==> src/rfc_pkg.sv <==
// Purpose: Shared constants and types for the radio front-end control port.
// Assumes: ref_clk at 10 MHz; radio reference clock arrives as a sampled pin.
// Notes: Registers are 32-bit words on classic Wishbone, byte addressed.
// Summary of operation
// Bit-stream pin driven high after reset.
// Bit stream paced by twelve radio clock edges.
// Radio clock sampled, twelve edges make one bit.
// Receive: strobe low correlating, high once synced.
// Transmit: strobe high enables radio transmitter.
// Chip enable gates radio power; serial still works.
// Link power-down drops chip enable under hardware control.
// Radio pins float until alternate function selected.
// Device is serial master, drives clock and load.
// Frame is header, direction, address, sixteen data.
// Header is 101b except for fast writes.
// Radio copies data on direction bit zero.
// Every field shifted most significant bit first.
// Radio loads register on rise after load.
// Radio releases data line on rise after load.
// Read data field driven by radio, then returned.
// Three sequencer state bits shown on pins.
// Function choice ignored unless alternate enable set.
// Write data changes on falling shift clock.
// Read data sampled on falling shift clock.
// Reads always capture a full sixteen bits.
// Load strobe high one shift period after data.
// Shift clock divided from main clock, idle low.
`default_nettype none

package rfc_pkg;

  // Register byte offsets
  localparam logic [7:0] OFS_CTRL = 8'h00;
  localparam logic [7:0] OFS_ALT_EN = 8'h04;
  localparam logic [7:0] OFS_ALT_SEL = 8'h08;
  localparam logic [7:0] OFS_SER_CMD = 8'h0C;
  localparam logic [7:0] OFS_SER_STAT = 8'h10;
  localparam logic [7:0] OFS_MODEM = 8'h14;

  // Port I pin positions of the radio functions
  localparam int PIN_SYNC = 0;
  localparam int PIN_CE = 1;
  localparam int PIN_SEQ1 = 2;
  localparam int PIN_SCLK = 3;
  localparam int PIN_SERIAL_DATA_LINE = 4;
  localparam int PIN_SLE = 5;
  localparam int PIN_SEQ2 = 6;
  localparam int PIN_SEQ3 = 7;
  // Function choice value that selects the radio function on each pin
  localparam logic [7:0] RADIO_CHOICE = 8'hC0;

  // Frame layout and timing
  localparam logic [2:0] FRAME_HEADER = 3'h5;
  localparam logic [4:0] FRAME_TOP_BIT = 5'h18;
  localparam logic [4:0] DATA_BITS = 5'h10;
  localparam int REF_CLK_NS = 100;
  localparam int SCLK_HALF_MIN_NS = 400;
  localparam logic [7:0] SCLK_HALF_MIN = 8'((SCLK_HALF_MIN_NS + REF_CLK_NS - 1) / REF_CLK_NS);
  localparam logic [3:0] OVERSAMPLE_LAST = 4'hB;
  localparam logic [3:0] RX_SAMPLE_EDGE = 4'h5;
  localparam int SYNC_W = 3;

  // Control register: shift clock half period, modem and strobe controls
  typedef struct packed {
    logic [7:0] half;
    logic modem_en;
    logic sync_lvl;
    logic tx_mode;
    logic ce_sw;
  } rfc_ctrl_t;
  localparam rfc_ctrl_t CTRL_RST = 12'h040;

  // Serial command register layout
  typedef struct packed {
    logic fast_write_flag;
    logic [2:0] hdr;
    logic rw;
    logic [4:0] addr;
    logic [15:0] data;
  } rfc_cmd_t;

  // Port I drive carrier
  typedef struct packed {
    logic [7:0] out;
    logic [7:0] oe;
  } rfc_pin_t;

  typedef enum logic [1:0] {
    SER_IDLE = 2'b00,
    SER_SHIFT = 2'b01,
    SER_LOAD = 2'b10,
    SER_TAIL = 2'b11
  } rfc_ser_st_t;

  // Synchroniser state
  typedef struct packed {
    logic [SYNC_W-1:0] s1;
    logic [SYNC_W-1:0] s2;
  } rfc_sync_st_t;

  // Divider state
  typedef struct packed {
    logic [7:0] cnt;
    logic tick;
  } rfc_div_st_t;

  // Main block state
  typedef struct packed {
    logic ack;
    logic [31:0] rdat;
    rfc_ctrl_t ctrl;
    logic [7:0] alt_en;
    logic [7:0] alt_sel;
    rfc_cmd_t cmd;
    logic busy;
    logic [15:0] rd_data;
    rfc_ser_st_t ser;
    logic phase;
    logic [4:0] bitn;
    logic sclk;
    logic serial_data_line_o;
    logic serial_data_line_oe;
    logic serial_load_strobe;
    logic ref_prev;
    logic [3:0] edge_cnt;
    logic [7:0] tx_byte;
    logic [2:0] tx_bitn;
    logic [7:0] rx_byte;
    logic bs_out;
    logic bs_oe;
    rfc_pin_t pins;
  } rfc_top_st_t;

  localparam rfc_top_st_t TOP_RST = '{
    ctrl: CTRL_RST,
    ser: SER_IDLE,
    tx_bitn: 3'h7,
    serial_data_line_oe: 1'b1,
    bs_out: 1'b1,
    bs_oe: 1'b1,
    default: '0
  };

endpackage

`default_nettype wire

==> src/rfc_sync.sv <==
// Purpose: Two-flop synchroniser for pins from outside the ref_clk domain.
// Assumes: Inputs are slow levels relative to ref_clk.
// Notes: The first stage feeds only the second stage.
`default_nettype none

module rfc_sync (
  input wire logic ref_clk,
  input wire logic rst_n,
  input wire logic [rfc_pkg::SYNC_W-1:0] d,
  output logic [rfc_pkg::SYNC_W-1:0] q
);

  rfc_pkg::rfc_sync_st_t st_r; // Both stages
  rfc_pkg::rfc_sync_st_t st_nxt; // Next stages

  // Shift the pins through two stages
  always_comb
  begin
    st_nxt.s1 = d;
    st_nxt.s2 = st_r.s1;
  end

  // Register the stages
  always_ff @(posedge ref_clk or negedge rst_n)
  begin
    if (!rst_n)
    begin
      st_r <= '0;
    end
    else
    begin
      st_r <= st_nxt;
    end
  end

  assign q = st_r.s2;

endmodule

`default_nettype wire

==> src/rfc_div.sv <==
// Purpose: Shift clock divider, pulses once per half shift period.
// Assumes: half is at least the minimum half period.
// Notes: Counter rests at zero while not running, so each frame starts clean.
`default_nettype none

module rfc_div (
  input wire logic ref_clk,
  input wire logic rst_n,
  input wire logic run,
  input wire logic [7:0] half,
  output logic tick
);

  rfc_pkg::rfc_div_st_t st_r; // Counter and tick
  rfc_pkg::rfc_div_st_t st_nxt; // Next counter and tick

  // Count ref_clk cycles of one half period
  always_comb
  begin
    st_nxt = st_r;
    st_nxt.tick = 1'b0;
    if (!run)
    begin
      st_nxt.cnt = 8'h00;
    end
    else if (st_r.cnt == half - 8'h01)
    begin
      st_nxt.cnt = 8'h00;
      st_nxt.tick = 1'b1;
    end
    else
    begin
      st_nxt.cnt = st_r.cnt + 8'h01;
    end
  end

  // Register the counter
  always_ff @(posedge ref_clk or negedge rst_n)
  begin
    if (!rst_n)
    begin
      st_r <= '0;
    end
    else
    begin
      st_r <= st_nxt;
    end
  end

  assign tick = st_r.tick;

endmodule

`default_nettype wire

==> src/rfc_top.sv <==
// Purpose: Radio front-end control port: modem pins, chip enable, serial master.
// Assumes: Classic Wishbone slave; radio pins sampled through two flops.
// Notes: All outputs are registered; pin drives follow register writes by one cycle.
`default_nettype none

module rfc_top (
  input wire logic ref_clk,
  input wire logic rst_n,
  input wire logic wb_cyc_i,
  input wire logic wb_stb_i,
  input wire logic wb_we_i,
  input wire logic [7:0] wb_adr_i,
  input wire logic [3:0] wb_sel_i,
  input wire logic [31:0] wb_dat_i,
  output logic [31:0] wb_dat_o,
  output logic wb_ack_o,
  input wire logic radio_ref_clock,
  input wire logic radio_bit_stream_in,
  output logic radio_bit_stream_out,
  output logic radio_bit_stream_oe,
  input wire logic [7:0] port_i_in,
  output var rfc_pkg::rfc_pin_t port_i_drive,
  input wire logic [2:0] sequencer_state,
  input wire logic link_power_down,
  input wire logic hw_clk_ctrl_en
);

  rfc_pkg::rfc_top_st_t st_r; // Whole block state
  rfc_pkg::rfc_top_st_t st_nxt; // Next block state
  logic [rfc_pkg::SYNC_W-1:0] pin_sync; // Synchronised ref clock, stream, data line
  logic tick; // Half shift period elapsed
  logic [7:0] half_eff; // Half period after clamping
  logic [24:0] frame; // Serial frame being shifted
  logic ref_rise; // Rising edge of radio reference clock
  logic [7:0] pin_out; // Pin values before gating
  logic [7:0] pin_own; // Pins the block wants to drive

  // Byte-lane merge of a bus write into a register
  function automatic logic [31:0] wmask(input logic [31:0] old_v, input logic [31:0] new_v,
                                        input logic [3:0] sel);
    logic [31:0] r;
    r = old_v;
    for (int i = 0; i < 4; i++)
    begin
      if (sel[i])
      begin
        r[i*8 +: 8] = new_v[i*8 +: 8];
      end
    end
    return r;
  endfunction

  // Bring in pins from the radio
  rfc_sync u_sync (
    .ref_clk(ref_clk),
    .rst_n(rst_n),
    .d({port_i_in[rfc_pkg::PIN_SERIAL_DATA_LINE], radio_bit_stream_in, radio_ref_clock}),
    .q(pin_sync)
  );

  // Shift clock half-period divider
  rfc_div u_div (
    .ref_clk(ref_clk),
    .rst_n(rst_n),
    .run(st_r.busy),
    .half(half_eff),
    .tick(tick)
  );

  // Frame, edge and pin helpers
  always_comb
  begin
    half_eff = (st_r.ctrl.half < rfc_pkg::SCLK_HALF_MIN) ? rfc_pkg::SCLK_HALF_MIN
                                                          : st_r.ctrl.half;
    frame = {st_r.cmd.fast_write_flag ? st_r.cmd.hdr : rfc_pkg::FRAME_HEADER,
             st_r.cmd.rw, st_r.cmd.addr, st_r.cmd.data};
    ref_rise = pin_sync[0] && !st_r.ref_prev;
    pin_out = {sequencer_state[2], sequencer_state[1], st_r.serial_load_strobe, st_r.serial_data_line_o,
               st_r.sclk, sequencer_state[0],
               st_r.ctrl.ce_sw && !(hw_clk_ctrl_en && link_power_down),
               st_r.ctrl.sync_lvl};
    pin_own = 8'hFF;
    pin_own[rfc_pkg::PIN_SERIAL_DATA_LINE] = st_r.serial_data_line_oe;
  end

  // Next-state logic for bus, serial engine, modem and pins
  always_comb
  begin
    st_nxt = st_r;
    // Bus: answer one cycle after the strobe, drop ack the cycle after
    st_nxt.ack = wb_cyc_i && wb_stb_i && !st_r.ack;
    st_nxt.rdat = 32'h0000_0000;
    if (wb_cyc_i && wb_stb_i && !st_r.ack)
    begin
      if (wb_we_i)
      begin
        unique case (wb_adr_i)
          rfc_pkg::OFS_CTRL:
          begin
            st_nxt.ctrl = 12'(wmask({20'h00000, st_r.ctrl}, wb_dat_i, wb_sel_i));
          end
          rfc_pkg::OFS_ALT_EN:
          begin
            st_nxt.alt_en = 8'(wmask({24'h000000, st_r.alt_en}, wb_dat_i, wb_sel_i));
          end
          rfc_pkg::OFS_ALT_SEL:
          begin
            st_nxt.alt_sel = 8'(wmask({24'h000000, st_r.alt_sel}, wb_dat_i, wb_sel_i));
          end
          rfc_pkg::OFS_SER_CMD:
          begin
            // A new frame starts only when the engine is idle
            if (!st_r.busy)
            begin
              st_nxt.cmd = 26'(wmask({6'h00, st_r.cmd}, wb_dat_i, wb_sel_i));
              st_nxt.busy = 1'b1;
              st_nxt.ser = rfc_pkg::SER_SHIFT;
              st_nxt.bitn = rfc_pkg::FRAME_TOP_BIT;
              st_nxt.phase = 1'b0;
            end
          end
          rfc_pkg::OFS_MODEM:
          begin
            if (wb_sel_i[0])
            begin
              st_nxt.tx_byte = wb_dat_i[7:0];
            end
          end
          default:
          begin
            // Unmapped or read-only: acknowledged, no effect
          end
        endcase
      end
      else
      begin
        unique case (wb_adr_i)
          rfc_pkg::OFS_CTRL: st_nxt.rdat = {20'h00000, st_r.ctrl};
          rfc_pkg::OFS_ALT_EN: st_nxt.rdat = {24'h000000, st_r.alt_en};
          rfc_pkg::OFS_ALT_SEL: st_nxt.rdat = {24'h000000, st_r.alt_sel};
          rfc_pkg::OFS_SER_CMD: st_nxt.rdat = {6'h00, st_r.cmd};
          rfc_pkg::OFS_SER_STAT: st_nxt.rdat = {st_r.rd_data, 15'h0000, st_r.busy};
          rfc_pkg::OFS_MODEM: st_nxt.rdat = {16'h0000, st_r.rx_byte, st_r.tx_byte};
          default: st_nxt.rdat = 32'h0000_0000;
        endcase
      end
    end

    // Frame start: first header bit goes out with the clock low
    // Taken from the command just accepted; the old one may carry another header
    if (st_r.ser == rfc_pkg::SER_IDLE && st_nxt.ser == rfc_pkg::SER_SHIFT)
    begin
      st_nxt.serial_data_line_o = st_nxt.cmd.fast_write_flag ? st_nxt.cmd.hdr[2]
                                                 : rfc_pkg::FRAME_HEADER[2];
      st_nxt.serial_data_line_oe = 1'b1;
    end

    // Serial engine advances on each half period
    if (tick)
    begin
      if (!st_r.phase)
      begin
        // End of low half: shift clock rises
        st_nxt.sclk = 1'b1;
        st_nxt.phase = 1'b1;
      end
      else
      begin
        // End of high half: shift clock falls
        st_nxt.sclk = 1'b0;
        st_nxt.phase = 1'b0;
        unique case (st_r.ser)
          rfc_pkg::SER_IDLE:
          begin
            st_nxt.busy = 1'b0;
          end
          rfc_pkg::SER_SHIFT:
          begin
            // Read data sampled on the falling edge
            if (st_r.cmd.rw && st_r.bitn < rfc_pkg::DATA_BITS)
            begin
              st_nxt.rd_data[st_r.bitn[3:0]] = pin_sync[2];
            end
            if (st_r.bitn == 5'h00)
            begin
              // Last data bit done: load strobe for one period
              st_nxt.ser = rfc_pkg::SER_LOAD;
              st_nxt.serial_load_strobe = 1'b1;
              st_nxt.serial_data_line_o = 1'b0;
            end
            else
            begin
              st_nxt.bitn = st_r.bitn - 5'h01;
              st_nxt.serial_data_line_o = frame[st_r.bitn - 5'h01];
              // Hand the line to the radio for a read data field
              st_nxt.serial_data_line_oe = !(st_r.cmd.rw && (st_r.bitn - 5'h01) < rfc_pkg::DATA_BITS);
            end
          end
          rfc_pkg::SER_LOAD:
          begin
            // Radio acted on the rise inside this period
            st_nxt.serial_load_strobe = 1'b0;
            st_nxt.ser = rfc_pkg::SER_TAIL;
          end
          rfc_pkg::SER_TAIL:
          begin
            // Line taken back after the following rising edge
            st_nxt.ser = rfc_pkg::SER_IDLE;
            st_nxt.busy = 1'b0;
            st_nxt.serial_data_line_oe = 1'b1;
          end
        endcase
      end
    end

    // Modem: twelve reference edges per bit
    st_nxt.ref_prev = pin_sync[0];
    if (ref_rise)
    begin
      st_nxt.edge_cnt = (st_r.edge_cnt == rfc_pkg::OVERSAMPLE_LAST) ? 4'h0
                                                                    : st_r.edge_cnt + 4'h1;
      if (st_r.edge_cnt == rfc_pkg::OVERSAMPLE_LAST)
      begin
        st_nxt.tx_bitn = st_r.tx_bitn - 3'h1;
      end
      if (st_r.edge_cnt == rfc_pkg::RX_SAMPLE_EDGE && st_r.ctrl.modem_en && !st_r.ctrl.tx_mode)
      begin
        st_nxt.rx_byte = {st_r.rx_byte[6:0], pin_sync[1]};
      end
    end
    // Stream pin high unless the modem is enabled
    if (st_r.ctrl.modem_en)
    begin
      st_nxt.bs_oe = st_r.ctrl.tx_mode;
      st_nxt.bs_out = st_r.ctrl.tx_mode ? st_r.tx_byte[st_r.tx_bitn] : 1'b1;
    end
    else
    begin
      st_nxt.bs_oe = 1'b1;
      st_nxt.bs_out = 1'b1;
    end

    // Pins drive only with alternate function on and the radio choice picked
    st_nxt.pins.out = pin_out;
    st_nxt.pins.oe = pin_own & st_r.alt_en & ~(st_r.alt_sel ^ rfc_pkg::RADIO_CHOICE);
  end

  // Register all state
  always_ff @(posedge ref_clk or negedge rst_n)
  begin
    if (!rst_n)
    begin
      st_r <= rfc_pkg::TOP_RST;
    end
    else
    begin
      st_r <= st_nxt;
    end
  end

  // Outputs straight from state
  assign wb_ack_o = st_r.ack;
  assign wb_dat_o = st_r.rdat;
  assign radio_bit_stream_out = st_r.bs_out;
  assign radio_bit_stream_oe = st_r.bs_oe;
  assign port_i_drive = st_r.pins;
endmodule

`default_nettype wire

==> config.mk <==
export PLATFORM = sky130hd
export DESIGN_NAME = rfc_top
export DESIGN_NICKNAME = d
export VERILOG_FILES = /design/src/rfc_pkg.sv /design/src/rfc_sync.sv /design/src/rfc_div.sv /design/src/rfc_top.sv
export SDC_FILE = /design/constraint.sdc
export NUM_CORES = 1
export LEC_CHECK = 0
export ABC_AREA = 1
export BUFFER_PORTS_ARGS = -buffer_cell sky130_fd_sc_hd__buf_2
export CORE_MARGIN = 3
export CORE_UTILIZATION = 55
export DETAILED_ROUTE_END_ITERATION = 6
export PLACE_DENSITY = 0.77
export SYNTH_ARGS = -nofsm -noshare
export SYNTH_HDL_FRONTEND = slang
export SYNTH_HIERARCHICAL = 1
export SYNTH_SLANG_ARGS = --single-unit
==> constraint.sdc <==
create_clock -name ref_clk -period 2.5 [get_ports ref_clk]
set_input_delay 0.625 -clock ref_clk [delete_from_list [all_inputs] [get_ports ref_clk]]
set_output_delay 0.625 -clock ref_clk [all_outputs]
set_load 0.02 [all_outputs]
# Word level (Yosys, flattened, before mapping)
# Cells that the tools add are included.
# classes
order_cmp	7
n_shift	0
bitwise	5
div_mod_pow	0
n_eq_ne	14
n_addsub	5
multipliers	0
n_reduce_logical	37
muxes	57
# ops
op	n
$pmux W32 S6	1
$mux W8	15
$mux W87	1
$mux W55	1
$mux W27	2
$mux W16	2
$mux W32	1
$reduce_and A4 Y1	8
$mux W29	1
$mux W19	1
$and A8 B8 Y8	2
$bwmux W16	1
$eq A8 B4 Y1 const B	2
$eq A8 B5 Y1 const B	2
$mux W5	3
$reduce_and A5 Y1	3
$mux W1	13
$mux W12	1
$logic_and A1 B1 Y1	11
$lt A5 B5 Y1 const B	2
$add A8 B1 Y8 const B	1
$eq A8 B3 Y1 const B	1
$eq A8 B8 Y1	1
$logic_not A8 Y1	1
32 further kinds	48
# word_totals
out_inout_bits	51
latch_bits	0
reg_bits	173
ram_bits	0
input_bits	64
n_memories	0
rom_bits	0
wordCells	164

# Longest topological paths before layout
# logic_depth
depth_word	11
depth_mapped	16
mapped_depth_nobuf	16

# Cells and area by module
# Netlist, hierarchy kept.
# modules_own_cells
mod	n_inst	cells_each	seq_area_each_um2	area_each_um2
rfc_top	1	854	3962.6	7521.0
rfc_div	1	104	225.2	695.7
rfc_sync	1	6	150.1	150.1

# Worst setup path before layout
# OpenSTA, ideal clock, no wires.
# synth_path
path_kind	reg-to-reg
from	register st_r[124] (netlist name)
to	register u_div/st_r[1] (netlist name)
t_arrival_ps	1887
t_required_ps	2379
stages_incl_launch_ff	17
period_less_slack_ps	2008
setup_slack_ps	492
path_cell_list	dfrtp_1 nor4_1 nand3_1 nand2_1 inv_1 inv_1 ha_1 inv_1 nand2_1 nand2_1 nand2_1 nor2_1 nand3_1 nor2_2 nand2_2 nand2_4 nor2_1
# synth_lines
element	line	source
start: declaration	rfc_top.sv:28	rfc_pkg::rfc_top_st_t st_r;
start signal: assignment	rfc_top.sv:253	st_r <= rfc_pkg::TOP_RST;
start signal: assignment	rfc_top.sv:257	st_r <= st_nxt;
end signal: assignment	rfc_div.sv:46	st_r <= st_nxt;
end: declaration	rfc_div.sv:14	rfc_pkg::rfc_div_st_t st_r;

==> results_dict.tcl <==
set metrics [dict create \
    grt_usage 0.231 \
    syn_area_per_cell_um2 8.68 \
    cp_common_cell "nand2_1" \
    core_um2 14700 \
    syn-num-nets 1041 \
    synth-compound-area-share 0.115 \
    postPlaceCellArea_um2 8780 \
    path_cells "nor4_2, nand3_1, nand2_1, inv_1, inv_1, ha_1, inv_1, nand2_1, nand2_1, nand2_1, nor2_1, nand3_1, nor2_2, nand2_2, nand2_4, nor2_1" \
    fillers 1230 \
    power.share.clock 0.333 \
    hold_viol_final 0 \
    worst-slew-pin-transition_ns 0.591 \
    rr_worst_depth 16 \
    cts.sinks 173 \
    path_depth 16 \
    critPathLaunch "st_r[124]$_DFFE_PN0P_" \
    start_util 0.569 \
    synth_fa_ha_area_frac 0.0194 \
    outcome "complete, no violations" \
    antenna_found_initial 0 \
    rsz0062_at_grt "no" \
    min_path_type "in -> async" \
    timing.hold.ws_ns 0.178 \
    ys_seq_area_frac 0.518 \
    path_delay_family "simple AND/OR/NAND/NOR gates" \
    synthArstFlopShare 1.00 \
    cts_root_buffer "clkbuf_16" \
    synth_edf_count 0 \
    grt_max_degree 64 \
    post-cts-setup-buffer-count 0 \
    routed_via_density 5.23 \
    detail-route-antenna-nets 0 \
    io_buffer_count 101 \
    routed-via-count 6420 \
    die_w_um 129 \
    ctsHoldBuffers 0 \
    maxSlewViolCount 0 \
    finClkSkew_ns 0.00766 \
    dieHeight_um 129 \
    numCtsBuffers 17 \
    clkLatencyLatePin_ns 0.43 \
    synth_area_um2 8370 \
    dp_hpwl_mm 13.5 \
    synth.distinct_cells 42 \
    crit_fanout 8 \
    final_area_um2 9310 \
    power_leakage_uw 0.00478 \
    p_comb_frac 0.213 \
    crit_path_top_delay_cell "dfrtp_1" \
    ys.flop_type "dfrtp_1" \
    fmax_ghz 0.437 \
    areaGrowthSynthToFinish_pct 11.3 \
    multi_input_area_um2 3070 \
    grt_first_pass_wirelength_mm 29.8 \
    cts_buffer_depth 2 \
    synthSimpleGateAreaFrac 0.216 \
    setup_viol 0 \
    path_clk_slew_ns 0.06 \
    synthMuxAreaShare 0.00135 \
    switching_share 0.312 \
    cp-end-kind "flip-flop" \
    critPathRequiredTime_ns 2.82 \
    cts_tree "yes" \
    drv_cap 0 \
    r2r_slack_ns 0.21 \
    path_buf_inv 3 \
    max-slew-margin-rel 0.606 \
    power_switching_uw 2250 \
    seq_power_share 0.454 \
    period_share 0.916 \
    min_period_ns 2.29 \
    crit_path_start_kind "flip-flop" \
    tns_ns 0 \
    synth-seq-cells 173 \
    gr-total-overflow 0 \
    synth_xor_area_frac 0.0147 \
    rows 44 \
    grt_pass1_vias 6089 \
    antenna_cells 0 \
    final_layout_size_suffix_gt1_frac 0.214 \
    route.detailed.drc 0 \
    h-tree-depth 4 \
    regArea_um2 4340 \
    cp_slowest_stage_delay_ns 0.43 \
    cts_resized 0 \
    endpoint "u_div/st_r[8]$_DFF_PN0_" \
    drt_iter0_drc 565 \
    crit_type "reg -> reg" \
    r2r_end "u_div/st_r[8]$_DFF_PN0_" \
    arrival_ns 2.61 \
    p_int_uw 4950 \
    gp_congestion 0.845 \
    pin_count 115 \
    pre_cts_ws_ns 0.136 \
    avgRoutedWirePerCell_um 15.1 \
    cellPowerDensity_nw_per_um2 772 \
    synth_cells 964 \
    yosysWarnings 6 \
    layout_setup_ws_ns 0.209 \
    peakVddDrop_mv 0.692 \
    final_nets 1110 \
    wirelength_mm 18.6 \
    firstDrtPassIters 5 \
    synth_top_family_by_area "simple AND/OR/NAND/NOR gates" \
    dieArea_um2 16700 \
    r2r_start "st_r[124]$_DFFE_PN0P_" \
]
## per-stage QoR
| step | util | std cells | total power, µW |
|---|---|---|---|
| 2_1_floorplan | - | 964 | 4370 |
| 3_5_place_dp | 0.597 | 1198 | 4830 |
| 6_report | 0.633 | 1228 | 7190 |
| 5_1_grt | 0.633 | 1228 | 7580 |
| 4_1_cts | 0.633 | 1228 | 7220 |
| 3_3_place_gp | 0.597 | 1198 | 4790 |
## cell type report
| cell class | count | area share |
|---|---|---|
| sequential | 173 | 0.466 |
| tap | 184 | 0.0247 |
| multi-input combinational | 601 | 0.330 |
| clock inverter | 6 | 0.00403 |
| timing repair buffer | 121 | 0.0738 |
| clock buffer | 24 | 0.0528 |
| inverter | 119 | 0.0486 |
## cells by family after synthesis
logic type      Yosys count
mux                       1
flops                   173
buf+inv                 190
simple gates            412
fa+ha+maj                13
xor+xnor                 14
compound gates          161
## layer usage
layer / wire (µm) / GRT usage
met1: 8320 / 0.311
met5: 0 / 0
met3: 1090 / 0.0528
met2: 9000 / 0.377
met4: 182 / 0.0661
## state kept, by name, summed over array words and instances (netlist names), named ones only
signal                cells
radio_bit_stream_oe       1
u_div/st_r                8
u_div/tick                1
u_sync/st_nxt             3
wb_dat_o                 32
radio_bit_stream_out      1
pin_out                   4
wb_ack_o                  1
port_i_drive             16
pin_own                   1
u_sync/q                  3
st_r                     64
frame                    22
## power by group through the flow
stage	Combinational (µW)	Sequential [µW]	Clock, µW
after floorplan	1100	3270	0
after global placement	1480	3300	0
after detailed placement	1520	3310	0
after CTS	1530	3260	2430
after global routing	1740	3300	2530
final	1530	3260	2390
## cells in the mapped netlist (all sizes together) (2+ instances only)
library cell | n | share of area
a21oi | 48 | 0.029
a31oi | 10 | 0.0075
buf | 63 | 0.057
clkbuf | 8 | 0.0036
clkinv | 2 | 0.0016
dfrtp | 166 | 0.50
dfstp | 7 | 0.022
ha | 13 | 0.019
inv | 117 | 0.052
nand2 | 253 | 0.12
nand3 | 53 | 0.036
nand4 | 2 | 0.0022
nor2 | 93 | 0.047
nor3 | 6 | 0.0049
o211ai | 8 | 0.0072
o21ai | 88 | 0.065
o22ai | 2 | 0.0015
o2bb2ai | 3 | 0.0031
or2 | 2 | 0.0015
xnor2 | 7 | 0.0073
xor2 | 7 | 0.0073
## worst min-delay path by stage
stage	slack (ns)	startpoint	to
after detailed placement	0.34	u_sync/st_nxt[2]$_DFF_PN0_	u_sync/q[2]$_DFF_PN0_
after global placement	0.33	u_sync/st_nxt[1]$_DFF_PN0_	u_sync/q[1]$_DFF_PN0_
after global routing	0.21	rst_n	port_i_drive[14]$_DFF_PN0_
after floorplan	0.33	rst_n	async pin
final	0.18	rst_n	port_i_drive[14]$_DFF_PN0_
after CTS	0.19	rst_n	port_i_drive[14]$_DFF_PN0_
## layout by cell type, fill, tap and decap left out, types with 7 or more instances in the layout
cell / count
inv_1: 115
xor2_1: 7
xnor2_1: 7
buf_4: 18
nand2_1: 240
o21ai_0: 40
o211ai_1: 8
nor2_1: 80
a21oi_1: 48
ha_1: 13
buf_2: 100
nand3_1: 48
nor2_2: 11
clkbuf_16: 17
o21ai_1: 21
o21ai_2: 27
a31oi_1: 10
dfstp_2: 7
dfrtp_1: 166
nand2_2: 8
Note: power is estimated with default switching activity, not from simulation.
